## src/pkg/iak_pkg.sv

```systemverilog
// Package: offsets, field layouts, reset values and counts for the acknowledge/handshake block
//
// Overview of operation
// - Transmit, check on: high acknowledge sets status
// - Transmit, check on: low acknowledge clears status
// - Writing check enable zero clears status
// - Receive: drive acknowledge slot with programmed bit
// - Read gives captured when transmitting, else programmed
// - Any acknowledge write updates receive acknowledge level
// - Reserved control positions read zero, write zero
// - Serial rate from extension plus clock selects
// - Access enable zero blocks interface register access
// - Handshake off: receive continuously while nothing pending
// - Handshake on: hold SCL low after frame
// - Reading receive data releases SCL, next frame
// - Acknowledge, extension, access, handshake reset zero
// - Pending set on buffer load, cleared by read
package iak_pkg;

	// ==========================================================
	// Register byte addresses
	localparam logic [7:0] IAK_OFS_CONTROL   = 8'h00;
	localparam logic [7:0] IAK_OFS_STATUS    = 8'h04;
	localparam logic [7:0] IAK_OFS_DATA      = 8'h08;
	localparam logic [7:0] IAK_OFS_MODE      = 8'h0C;
	localparam logic [7:0] IAK_OFS_SADDR     = 8'h10;
	localparam logic [7:0] IAK_OFS_SADDR2    = 8'h14;
	localparam logic [7:0] IAK_OFS_SICTL     = 8'h18;
	localparam logic [7:0] IAK_OFS_IRQ_STAT  = 8'h1C;
	localparam logic [7:0] IAK_OFS_IRQ_EN    = 8'h20;
	localparam logic [7:0] IAK_OFS_IRQ_CLR   = 8'h24;

	// ==========================================================
	// Field positions
	localparam int IAK_CTL_XMIT     = 4;
	localparam int IAK_CTL_ACKCHK   = 0;
	localparam int IAK_STS_ACK      = 0;
	localparam int IAK_MODE_CKS_LO  = 0;
	localparam int IAK_MODE_CKS_HI  = 2;
	localparam int IAK_SIC_RATEX    = 5;
	localparam int IAK_SIC_ACCESS   = 4;
	localparam int IAK_SIC_HANDS    = 3;
	localparam int IAK_SIC_PEND     = 1;
	localparam int IAK_SIC_STOPM    = 0;
	localparam int IAK_IRQ_NACK     = 0;
	localparam int IAK_IRQ_RXBYTE   = 1;
	localparam int IAK_IRQ_HOLD     = 2;
	localparam int IAK_IRQ_BITS     = 3;

	// Writable bits of the interrupt-control register; bit 1 is the read-only pending flag, the rest reserved
	localparam logic [7:0] IAK_SIC_WMASK = 8'h39;

	// ==========================================================
	// Reset values
	localparam logic [7:0] IAK_RST_BYTE = 8'h00;
	localparam logic       IAK_RST_BIT  = 1'b0;
	localparam logic [2:0] IAK_RST_IRQ  = 3'h0;

	// ==========================================================
	// Serial rate: base divisor, doubled by the extension bit
	localparam int IAK_RATE_BASE  = 8;
	localparam int IAK_RATE_WIDTH = 16;

	// Receive path states, Gray along run -> hold -> run
	typedef enum logic [1:0] {
		IAK_RX_RUN  = 2'b00,
		IAK_RX_HOLD = 2'b01
	} iak_rx_state_t;

endpackage

```

## src/hw/iak_rate_gen.sv

```systemverilog
// Serial clock rate generator driven by extension and clock-select bits
`timescale 1ns/1ns
`default_nettype none
module iak_rate_gen import iak_pkg::*; #(
	parameter int BASE  = IAK_RATE_BASE,
	parameter int WIDTH = IAK_RATE_WIDTH
) (
	input  wire logic       pclk,
	input  wire logic       presetn,
	input  wire logic       pce,
	input  wire logic       rate_extension_select,
	input  wire logic [2:0] clock_select,
	output var  logic       rate_tick
);

	// ==========================================================
	// Divisor selection
	logic [WIDTH-1:0] count;
	logic [WIDTH-1:0] next_count;
	wire  [WIDTH-1:0] base_div = WIDTH'(BASE);
	wire  [WIDTH-1:0] sel_div  = base_div << clock_select;
	wire  [WIDTH-1:0] divisor  = rate_extension_select ? (sel_div << 1) : sel_div;
	wire              wrap     = (count >= divisor - WIDTH'(1));

	assign next_count = wrap ? '0 : count + WIDTH'(1);

	// ==========================================================
	// Counter and tick
	always_ff @(posedge pclk or negedge presetn) begin
		if (!presetn) begin
			count     <= '0;
			rate_tick <= 1'b0;
		end else if (pce) begin
			count     <= next_count;
			rate_tick <= wrap;
		end
	end

endmodule
`default_nettype wire

```

## src/hw/iak_ctrl.sv

```systemverilog
// Acknowledge handling and receive handshake control with APB registers
//
// The implementer's own choices: the address map and the APB slave port.
`timescale 1ns/1ns
`default_nettype none
module iak_ctrl import iak_pkg::*; #(
	parameter int RATE_BASE = IAK_RATE_BASE
) (
	input  wire logic        pclk,
	input  wire logic        presetn,
	input  wire logic        pce,
	input  wire logic        psel,
	input  wire logic        penable,
	input  wire logic        pwrite,
	input  wire logic [7:0]  paddr,
	input  wire logic [31:0] pwdata,
	input  wire logic [3:0]  pstrb,
	output logic      [31:0] prdata,
	output logic             pready,
	output logic             pslverr,
	input  wire logic        sda_in,
	input  wire logic        tx_ack_slot,
	input  wire logic        rx_frame_done,
	input  wire logic [7:0]  rx_shift_byte,
	output logic             ack_drive_level,
	output logic             scl_out,
	output logic             scl_oe,
	output logic             transmit_select,
	output logic             ack_check_enable,
	output logic             receive_data_pending,
	output logic [7:0]       tx_data,
	output logic             tx_data_written,
	output logic             rate_tick,
	output logic             irq
);

	// ==========================================================
	// Pin synchroniser for SDA
	logic sda_meta;
	logic sda_sync;

	always_ff @(posedge pclk or negedge presetn) begin
		if (!presetn) begin
			sda_meta <= 1'b1;
			sda_sync <= 1'b1;
		end else if (pce) begin
			sda_meta <= sda_in;
			sda_sync <= sda_meta;
		end
	end

	// ==========================================================
	// Register storage
	logic [7:0] control_reg;
	logic [7:0] status_hi;
	logic [7:0] mode_reg;
	logic [7:0] saddr_reg;
	logic [7:0] saddr2_reg;
	logic [7:0] sictl_reg;
	logic       ack_captured;
	logic       ack_programmed;
	logic [7:0] rx_buffer;
	logic [7:0] rx_held;
	logic       rx_held_valid;
	logic       pending;
	logic [IAK_IRQ_BITS-1:0] irq_status;
	logic [IAK_IRQ_BITS-1:0] irq_enable;
	iak_rx_state_t rx_state;
	iak_rx_state_t next_rx_state;

	// ==========================================================
	// APB decode
	function automatic logic is_gated(input logic [7:0] a);
		is_gated = (a == IAK_OFS_CONTROL) || (a == IAK_OFS_STATUS) ||
			(a == IAK_OFS_DATA) || (a == IAK_OFS_MODE) ||
			(a == IAK_OFS_SADDR) || (a == IAK_OFS_SADDR2);
	endfunction

	function automatic logic is_mapped(input logic [7:0] a);
		is_mapped = is_gated(a) || (a == IAK_OFS_SICTL) || (a == IAK_OFS_IRQ_STAT) ||
			(a == IAK_OFS_IRQ_EN) || (a == IAK_OFS_IRQ_CLR);
	endfunction

	wire access_on  = sictl_reg[IAK_SIC_ACCESS];
	wire acc_phase  = psel && penable && !pready;
	wire blocked    = is_gated(paddr) && !access_on;
	wire bad_access = !is_mapped(paddr) || blocked;
	wire commit     = psel && penable && pready;
	wire ok_commit  = commit && !pslverr;
	wire lane0      = pstrb[0];
	wire wr_ok      = ok_commit && pwrite && lane0;
	wire rd_ok      = ok_commit && !pwrite;

	wire wr_control = wr_ok && (paddr == IAK_OFS_CONTROL);
	wire wr_status  = wr_ok && (paddr == IAK_OFS_STATUS);
	wire wr_data    = wr_ok && (paddr == IAK_OFS_DATA);
	wire wr_mode    = wr_ok && (paddr == IAK_OFS_MODE);
	wire wr_saddr   = wr_ok && (paddr == IAK_OFS_SADDR);
	wire wr_saddr2  = wr_ok && (paddr == IAK_OFS_SADDR2);
	wire wr_sictl   = wr_ok && (paddr == IAK_OFS_SICTL);
	wire wr_irq_en  = wr_ok && (paddr == IAK_OFS_IRQ_EN);
	wire wr_irq_clr = wr_ok && (paddr == IAK_OFS_IRQ_CLR);
	wire rd_data    = rd_ok && (paddr == IAK_OFS_DATA);

	// ==========================================================
	// Acknowledge path
	wire xmit_now       = control_reg[IAK_CTL_XMIT];
	wire ackchk_now     = control_reg[IAK_CTL_ACKCHK];
	wire ackchk_cleared = wr_control && !pwdata[IAK_CTL_ACKCHK];
	// Sampled level lags the pin by two cycles; core strobes late enough
	wire ack_event      = tx_ack_slot && xmit_now && ackchk_now;
	wire ack_view       = xmit_now ? ack_captured : ack_programmed;
	wire nack_event     = ack_event && sda_sync;

	logic next_ack_captured;
	always_comb begin
		next_ack_captured = ack_captured;
		if (ackchk_cleared)
			next_ack_captured = 1'b0;
		if (ack_event)
			next_ack_captured = sda_sync;
	end

	// ==========================================================
	// Receive path and handshake hold
	wire handshake  = sictl_reg[IAK_SIC_HANDS];
	// A read in the same cycle frees the buffer, so the byte is not stranded
	wire rx_to_buf  = rx_frame_done && (!pending || (rd_data && !rx_held_valid));
	wire rx_to_held = rx_frame_done && !rx_to_buf;
	wire held_move  = rd_data && rx_held_valid;
	wire release_rd = rd_data;

	logic next_pending;
	always_comb begin
		next_pending = pending;
		if (rd_data)
			next_pending = 1'b0;
		if (rx_to_buf || held_move)
			next_pending = 1'b1;
	end

	// Stall when software asked for it or a byte waits in the shift stage
	always_comb begin
		next_rx_state = rx_state;
		case (rx_state)
			IAK_RX_RUN: begin
				if (rx_frame_done && (handshake || rx_to_held))
					next_rx_state = IAK_RX_HOLD;
			end
			IAK_RX_HOLD: begin
				if (release_rd)
					next_rx_state = IAK_RX_RUN;
			end
			default: begin
				next_rx_state = IAK_RX_RUN;
			end
		endcase
	end

	wire hold_scl = (next_rx_state == IAK_RX_HOLD);

	// ==========================================================
	// Interrupt events, set wins over clear
	logic [IAK_IRQ_BITS-1:0] irq_events;
	logic [IAK_IRQ_BITS-1:0] next_irq_status;

	assign irq_events[IAK_IRQ_NACK]   = nack_event;
	assign irq_events[IAK_IRQ_RXBYTE] = rx_frame_done;
	assign irq_events[IAK_IRQ_HOLD]   = hold_scl && (rx_state == IAK_RX_RUN);

	genvar gi;
	generate
		for (gi = 0; gi < IAK_IRQ_BITS; gi++) begin : g_irq
			assign next_irq_status[gi] = irq_events[gi] ||
				(irq_status[gi] && !(wr_irq_clr && pwdata[gi]));
		end
	endgenerate

	// ==========================================================
	// Read data selection
	wire [7:0] status_view = {status_hi[7:1], ack_view};
	wire [7:0] sictl_view  = (sictl_reg & IAK_SIC_WMASK) |
		{6'h00, pending, 1'b0};
	logic [7:0] read_byte;

	always_comb begin
		read_byte = 8'h00;
		if (bad_access)
			read_byte = 8'h00;
		else if (paddr == IAK_OFS_CONTROL)
			read_byte = control_reg;
		else if (paddr == IAK_OFS_STATUS)
			read_byte = status_view;
		else if (paddr == IAK_OFS_DATA)
			read_byte = rx_buffer;
		else if (paddr == IAK_OFS_MODE)
			read_byte = mode_reg;
		else if (paddr == IAK_OFS_SADDR)
			read_byte = saddr_reg;
		else if (paddr == IAK_OFS_SADDR2)
			read_byte = saddr2_reg;
		else if (paddr == IAK_OFS_SICTL)
			read_byte = sictl_view;
		else if (paddr == IAK_OFS_IRQ_STAT)
			read_byte = {5'h00, irq_status};
		else if (paddr == IAK_OFS_IRQ_EN)
			read_byte = {5'h00, irq_enable};
		else
			read_byte = 8'h00;
	end

	// ==========================================================
	// APB handshake: answer one cycle into the access phase
	always_ff @(posedge pclk or negedge presetn) begin
		if (!presetn) begin
			pready  <= 1'b0;
			pslverr <= 1'b0;
			prdata  <= 32'h0000_0000;
		end else if (pce) begin
			pready  <= acc_phase;
			pslverr <= acc_phase && bad_access;
			if (acc_phase)
				prdata <= {24'h00_0000, pwrite ? 8'h00 : read_byte};
		end
	end

	// ==========================================================
	// Software registers
	always_ff @(posedge pclk or negedge presetn) begin
		if (!presetn) begin
			control_reg <= IAK_RST_BYTE;
			status_hi   <= IAK_RST_BYTE;
			mode_reg    <= IAK_RST_BYTE;
			saddr_reg   <= IAK_RST_BYTE;
			saddr2_reg  <= IAK_RST_BYTE;
			sictl_reg   <= IAK_RST_BYTE;
			irq_enable  <= IAK_RST_IRQ;
		end else if (pce) begin
			if (wr_control)
				control_reg <= pwdata[7:0];
			if (wr_status)
				status_hi <= pwdata[7:0];
			if (wr_mode)
				mode_reg <= pwdata[7:0];
			if (wr_saddr)
				saddr_reg <= pwdata[7:0];
			if (wr_saddr2)
				saddr2_reg <= pwdata[7:0];
			if (wr_sictl)
				sictl_reg <= pwdata[7:0] & IAK_SIC_WMASK;
			if (wr_irq_en)
				irq_enable <= pwdata[IAK_IRQ_BITS-1:0];
		end
	end

	// ==========================================================
	// Acknowledge state
	always_ff @(posedge pclk or negedge presetn) begin
		if (!presetn) begin
			ack_captured   <= IAK_RST_BIT;
			ack_programmed <= IAK_RST_BIT;
		end else if (pce) begin
			ack_captured <= next_ack_captured;
			if (wr_status)
				ack_programmed <= pwdata[IAK_STS_ACK];
		end
	end

	// ==========================================================
	// Receive buffer, shift-stage holding byte and stall state
	always_ff @(posedge pclk or negedge presetn) begin
		if (!presetn) begin
			rx_buffer     <= IAK_RST_BYTE;
			rx_held       <= IAK_RST_BYTE;
			rx_held_valid <= IAK_RST_BIT;
			pending       <= IAK_RST_BIT;
			rx_state      <= IAK_RX_RUN;
		end else if (pce) begin
			if (rx_to_buf)
				rx_buffer <= rx_shift_byte;
			else if (held_move)
				rx_buffer <= rx_held;
			if (rx_to_held) begin
				rx_held       <= rx_shift_byte;
				rx_held_valid <= 1'b1;
			end else if (held_move)
				rx_held_valid <= 1'b0;
			pending  <= next_pending;
			rx_state <= next_rx_state;
		end
	end

	// ==========================================================
	// Interrupt status
	always_ff @(posedge pclk or negedge presetn) begin
		if (!presetn) begin
			irq_status <= IAK_RST_IRQ;
			irq        <= 1'b0;
		end else if (pce) begin
			irq_status <= next_irq_status;
			irq        <= |(next_irq_status & irq_enable);
		end
	end

	// ==========================================================
	// Outputs towards the serial core and bus pins
	always_ff @(posedge pclk or negedge presetn) begin
		if (!presetn) begin
			ack_drive_level      <= 1'b0;
			scl_out              <= 1'b0;
			scl_oe               <= 1'b0;
			transmit_select      <= 1'b0;
			ack_check_enable     <= 1'b0;
			receive_data_pending <= 1'b0;
			tx_data              <= IAK_RST_BYTE;
			tx_data_written      <= 1'b0;
		end else if (pce) begin
			ack_drive_level      <= wr_status ? pwdata[IAK_STS_ACK] : ack_programmed;
			scl_out              <= 1'b0;
			scl_oe               <= hold_scl;
			transmit_select      <= wr_control ? pwdata[IAK_CTL_XMIT] : xmit_now;
			ack_check_enable     <= wr_control ? pwdata[IAK_CTL_ACKCHK] : ackchk_now;
			receive_data_pending <= next_pending;
			tx_data_written      <= wr_data;
			if (wr_data)
				tx_data <= pwdata[7:0];
		end
	end

	// ==========================================================
	// Master-mode serial rate
	iak_rate_gen #(
		.BASE  (RATE_BASE),
		.WIDTH (IAK_RATE_WIDTH)
	) u_rate (
		.pclk                  (pclk),
		.presetn               (presetn),
		.pce                   (pce),
		.rate_extension_select (sictl_reg[IAK_SIC_RATEX]),
		.clock_select          (mode_reg[IAK_MODE_CKS_HI:IAK_MODE_CKS_LO]),
		.rate_tick             (rate_tick)
	);

endmodule
`default_nettype wire

```

## config.mk

```make
export PLATFORM = sky130hd
export DESIGN_NAME = iak_ctrl
export DESIGN_NICKNAME = d
export VERILOG_FILES = /design/src/pkg/iak_pkg.sv /design/src/hw/iak_rate_gen.sv /design/src/hw/iak_ctrl.sv
export SDC_FILE = /design/constraint.sdc
export NUM_CORES = 1
export LEC_CHECK = 0
export BUFFER_PORTS_ARGS = -buffer_cell sky130_fd_sc_hd__clkbuf_2
export CAP_MARGIN = 10
export CORE_ASPECT_RATIO = 1.25
export CORE_MARGIN = 2
export CORE_UTILIZATION = 51
export CTS_CLUSTER_SIZE = 8
export DETAILED_ROUTE_END_ITERATION = 16
export HOLD_SLACK_MARGIN = 0.08
export PLACE_DENSITY = 0.82
export RECOVER_POWER = 100
export SLEW_MARGIN = 20
export SYNTH_ARGS = -nofsm -noshare
export SYNTH_HDL_FRONTEND = slang
export SYNTH_SLANG_ARGS = --single-unit
```

## constraint.sdc

```tcl
create_clock -name pclk -period 3.2 [get_ports pclk]
set_input_delay 0.64 -clock pclk [delete_from_list [all_inputs] [get_ports pclk]]
set_output_delay 0.64 -clock pclk [all_outputs]
set_load 0.01 [all_outputs]
```

==> out/results.txt <==
depth of the critical timing path with buffers and inverters included - 15
cell area after synthesis - 6180 um^2
antenna diode count - 0
routability congestion estimate - 0.933
share of post-route cells with drive strength above 1 - 0.238
flip-flop count of the largest register after layout - 16
synth top area cells - dfrtp_1 45%, mux2_2 9.8%, buf_4 3.3%, mux2i_1 3.2%, ha_1 3.0%
# DRC - 0
Synth top area share - 0.449
number of flops mapped to enable cells by yosys - 0
Bufs on Longest Clock Path - 2
largest net degree at the start of global routing - 69
max capacitance violation total - 1
Bufs and invs on worst path - 2
Worst Setup End Kind - register
Worst Min Path Start - rx_shift_byte[6]
clock tree from TritonCTS - yes
highest net fanout along the worst path - 14
per-instance average area after synthesis - 10.7 um^2
overall overflow remaining after global route - 0
number of buffers added to fix hold violations after cts - 0
depth of the worst register-to-register path - 15
number of endpoints failing setup at the final stage - 0
worst-margin pin slew - 2.44 ns
clock period minus final worst setup slack - 3.01 ns
post-route ant nets - 0
antenna violations before repair - 0
Mapped Cells - 579
Clk Latency, worst-skew pair - 0.42 ns
launch point of the worst reg-to-reg path - mode_reg[0]
starting utilization of the core area - 0.527
Design Area, Final - 7130 um^2
nets - 735
final-report max-slew violation count - 47
number of placement rows - 44
total track usage - 0.261
area of the core - 11700 um^2
share of synthesized registers carrying an async set or reset - 1.00
remaining max-slew budget at the tightest pin - -0.629
Worst Hold Class - input pin to register
first-pass iteration count of the detailed router - 5
count of final hold-check violations - 0
Crit path largest cell delay - 0.42 ns
biggest area consumer among synthesized cells - dfrtp_1
leakage power figure - 3.38 nW
Largest delay share family, worst path - simple AND/OR/NAND/NOR gates
number of H-tree branching levels - 4
critical-path cell list - xor2_1 > nand2_1 > ha_2 > nor3_1 > a21oi_1 > o22ai_1 > a21boi_1 > ha_1 > a21oi_1 > o21ai_0 > buf_4 > nor4b_4 > o31ai_4 > buf_12 > nor3_1
Port Buffer Count - 59
synthesis-to-finish area growth - 15.3%
worst endpoint required time - 3.53 ns
sum of net half-perimeters after detailed placement - 11100 um
Critical Path Slowest Stage Cell - dfrtp_1
top cells by instance count after synthesis - 111 x dfrtp_1, 54 x mux2_2, 45 x nor2_1, 44 x nand2_1, 37 x a21oi_1
start point of the critical path - mode_reg[0]
number of synthesized register bits - 113
hold path cells - 2
total chip power - 3.89 mW
die outline height - 127 um
Root Buffer Master - clkbuf_16
primary flip-flop cell chosen by synthesis mapping - dfrtp_1
peak ir drop on the vdd network - 0.529 mV
post-DR vias/cell - 5.90
via count of the first global-routing pass - 5054
fraction of the yosys area taken by sequential cells - 0.458
Arrival @ worst endpoint - 3.34 ns
Syn. warnings - 0
Most flops, register - u_rate.count
type of origin of the critical path - register
Die Footprint - 13000 um^2
type of the setup path with the least slack - register to register
TritonCTS sink count - 113
cell area reported after detailed placement - 6680 um^2
number of distinct library cell variants in the gate-level netlist after synthesis - 70
most used standard cell by instance count after synthesis - dfrtp_1
fillcell total - 964
Post-Route WL - 16000 um
Routed WL per cell - 19.2 um
total power divided by cell area - 545 nW/um^2
chip width - 102 um
I/O Pins - 112
vias - 4912
CTS clk-pin slew, worst paths - 0.05 ns
Setup Skew - 0.00552 ns
share of the cycle needed by the critical path after routing - 0.941
clock buffer count from CTS - 17
tightest hold margin - 0.458 ns
status - complete, but fails checks
first-pass GRT wire length - 25800 um
maximum achievable frequency - 332 MHz
violations in the final reports - capacitance limit, slew limit
Detailed Route Iter0 Violations - 316
-- final timing paths --
path | end | slack [ns]
min | rx_held[6] | 0.46
min in group asynchronous | u_rate.count[7] | 0.97
max | u_rate.count[3] | 0.19
min reg2reg | prdata[6] | 0.48
max in group asynchronous | saddr2_reg[2] | 0.63
max reg2reg | u_rate.count[3] | 0.19
-- routing by layer --
metal	GRT usage	share of wire	up-vias
li1	-	-	2201
met1	0.309	0.38	2449
met2	0.446	0.51	204
met3	0.0481	0.058	58
met4	0.133	0.047	0
met5	0	0	-
-- metrics by stage --
stage	TNS, ns	utilization	worst slack, ns	std cells
6_report	0	0.608	0.190	832
5_1_grt	-0.0120	0.608	-0.00933	832
4_1_cts	0	0.620	0.0140	831
3_5_place_dp	-2.89	0.570	-0.236	800
3_3_place_gp	0	0.570	0.0128	800
2_1_floorplan	0	-	0.0249	604
-- what timing repair did --
item	in CTS	in global routing
setup endpoints to repair	15	17
buffers inserted	0	1
pin swaps	0	2
gates resized for setup	3	5
-- layout by cell type, fill, tap and decap left out, types with 5 or more instances in the layout --
cell type  instances
clkbuf_16         17
and3_1             5
ha_1              14
clkbuf_2          32
nand4_1            7
mux2_2            54
o31ai_1            6
nor2_1            47
a31oi_1            5
dfrtp_1          111
mux2i_1           20
nand3_1           14
clkbuf_1          34
nor3_1            12
a21oi_1           37
mux2_1             8
nand2_1           44
nand2b_1           6
o21ai_0           25
xor2_1            10
a21o_1             7
inv_1             13
conb_1            27
buf_4             22
-- power by group --
group	leakage (nW)	internal (mW)	switching, mW
Clock	0.275	1.17	0.663
Combinational	1.63	0.166	0.239
Sequential	1.47	1.54	0.101
Total	3.38	2.88	1.00
-- area by class of cell --
cell class,count,area [um^2],area share
Tap cell,161,201,0.0283
Clock buffer,21,460,0.0646
Sequential cell,113,2830,0.397
Inverter,13,48.8,0.00685
Multi-Input combinational cell,426,3000,0.421
Clock inverter,10,111,0.0156
Timing Repair Buffer,88,477,0.0669
-- kinds of logic (layout without fill, tap and decap cells) --
kind of cell / after synthesis / after routing / share of synthesized area
buf+inv: 65 / 132 / 0.0601
compound gates: 115 / 115 / 0.122
other cells: 2 / 27 / 0.00121
fa+ha+maj: 15 / 15 / 0.0304
xor+xnor: 13 / 13 / 0.0184
flops: 113 / 113 / 0.458
simple gates: 171 / 171 / 0.151
mux: 85 / 85 / 0.159
Power figures use the tool's default switching activity.
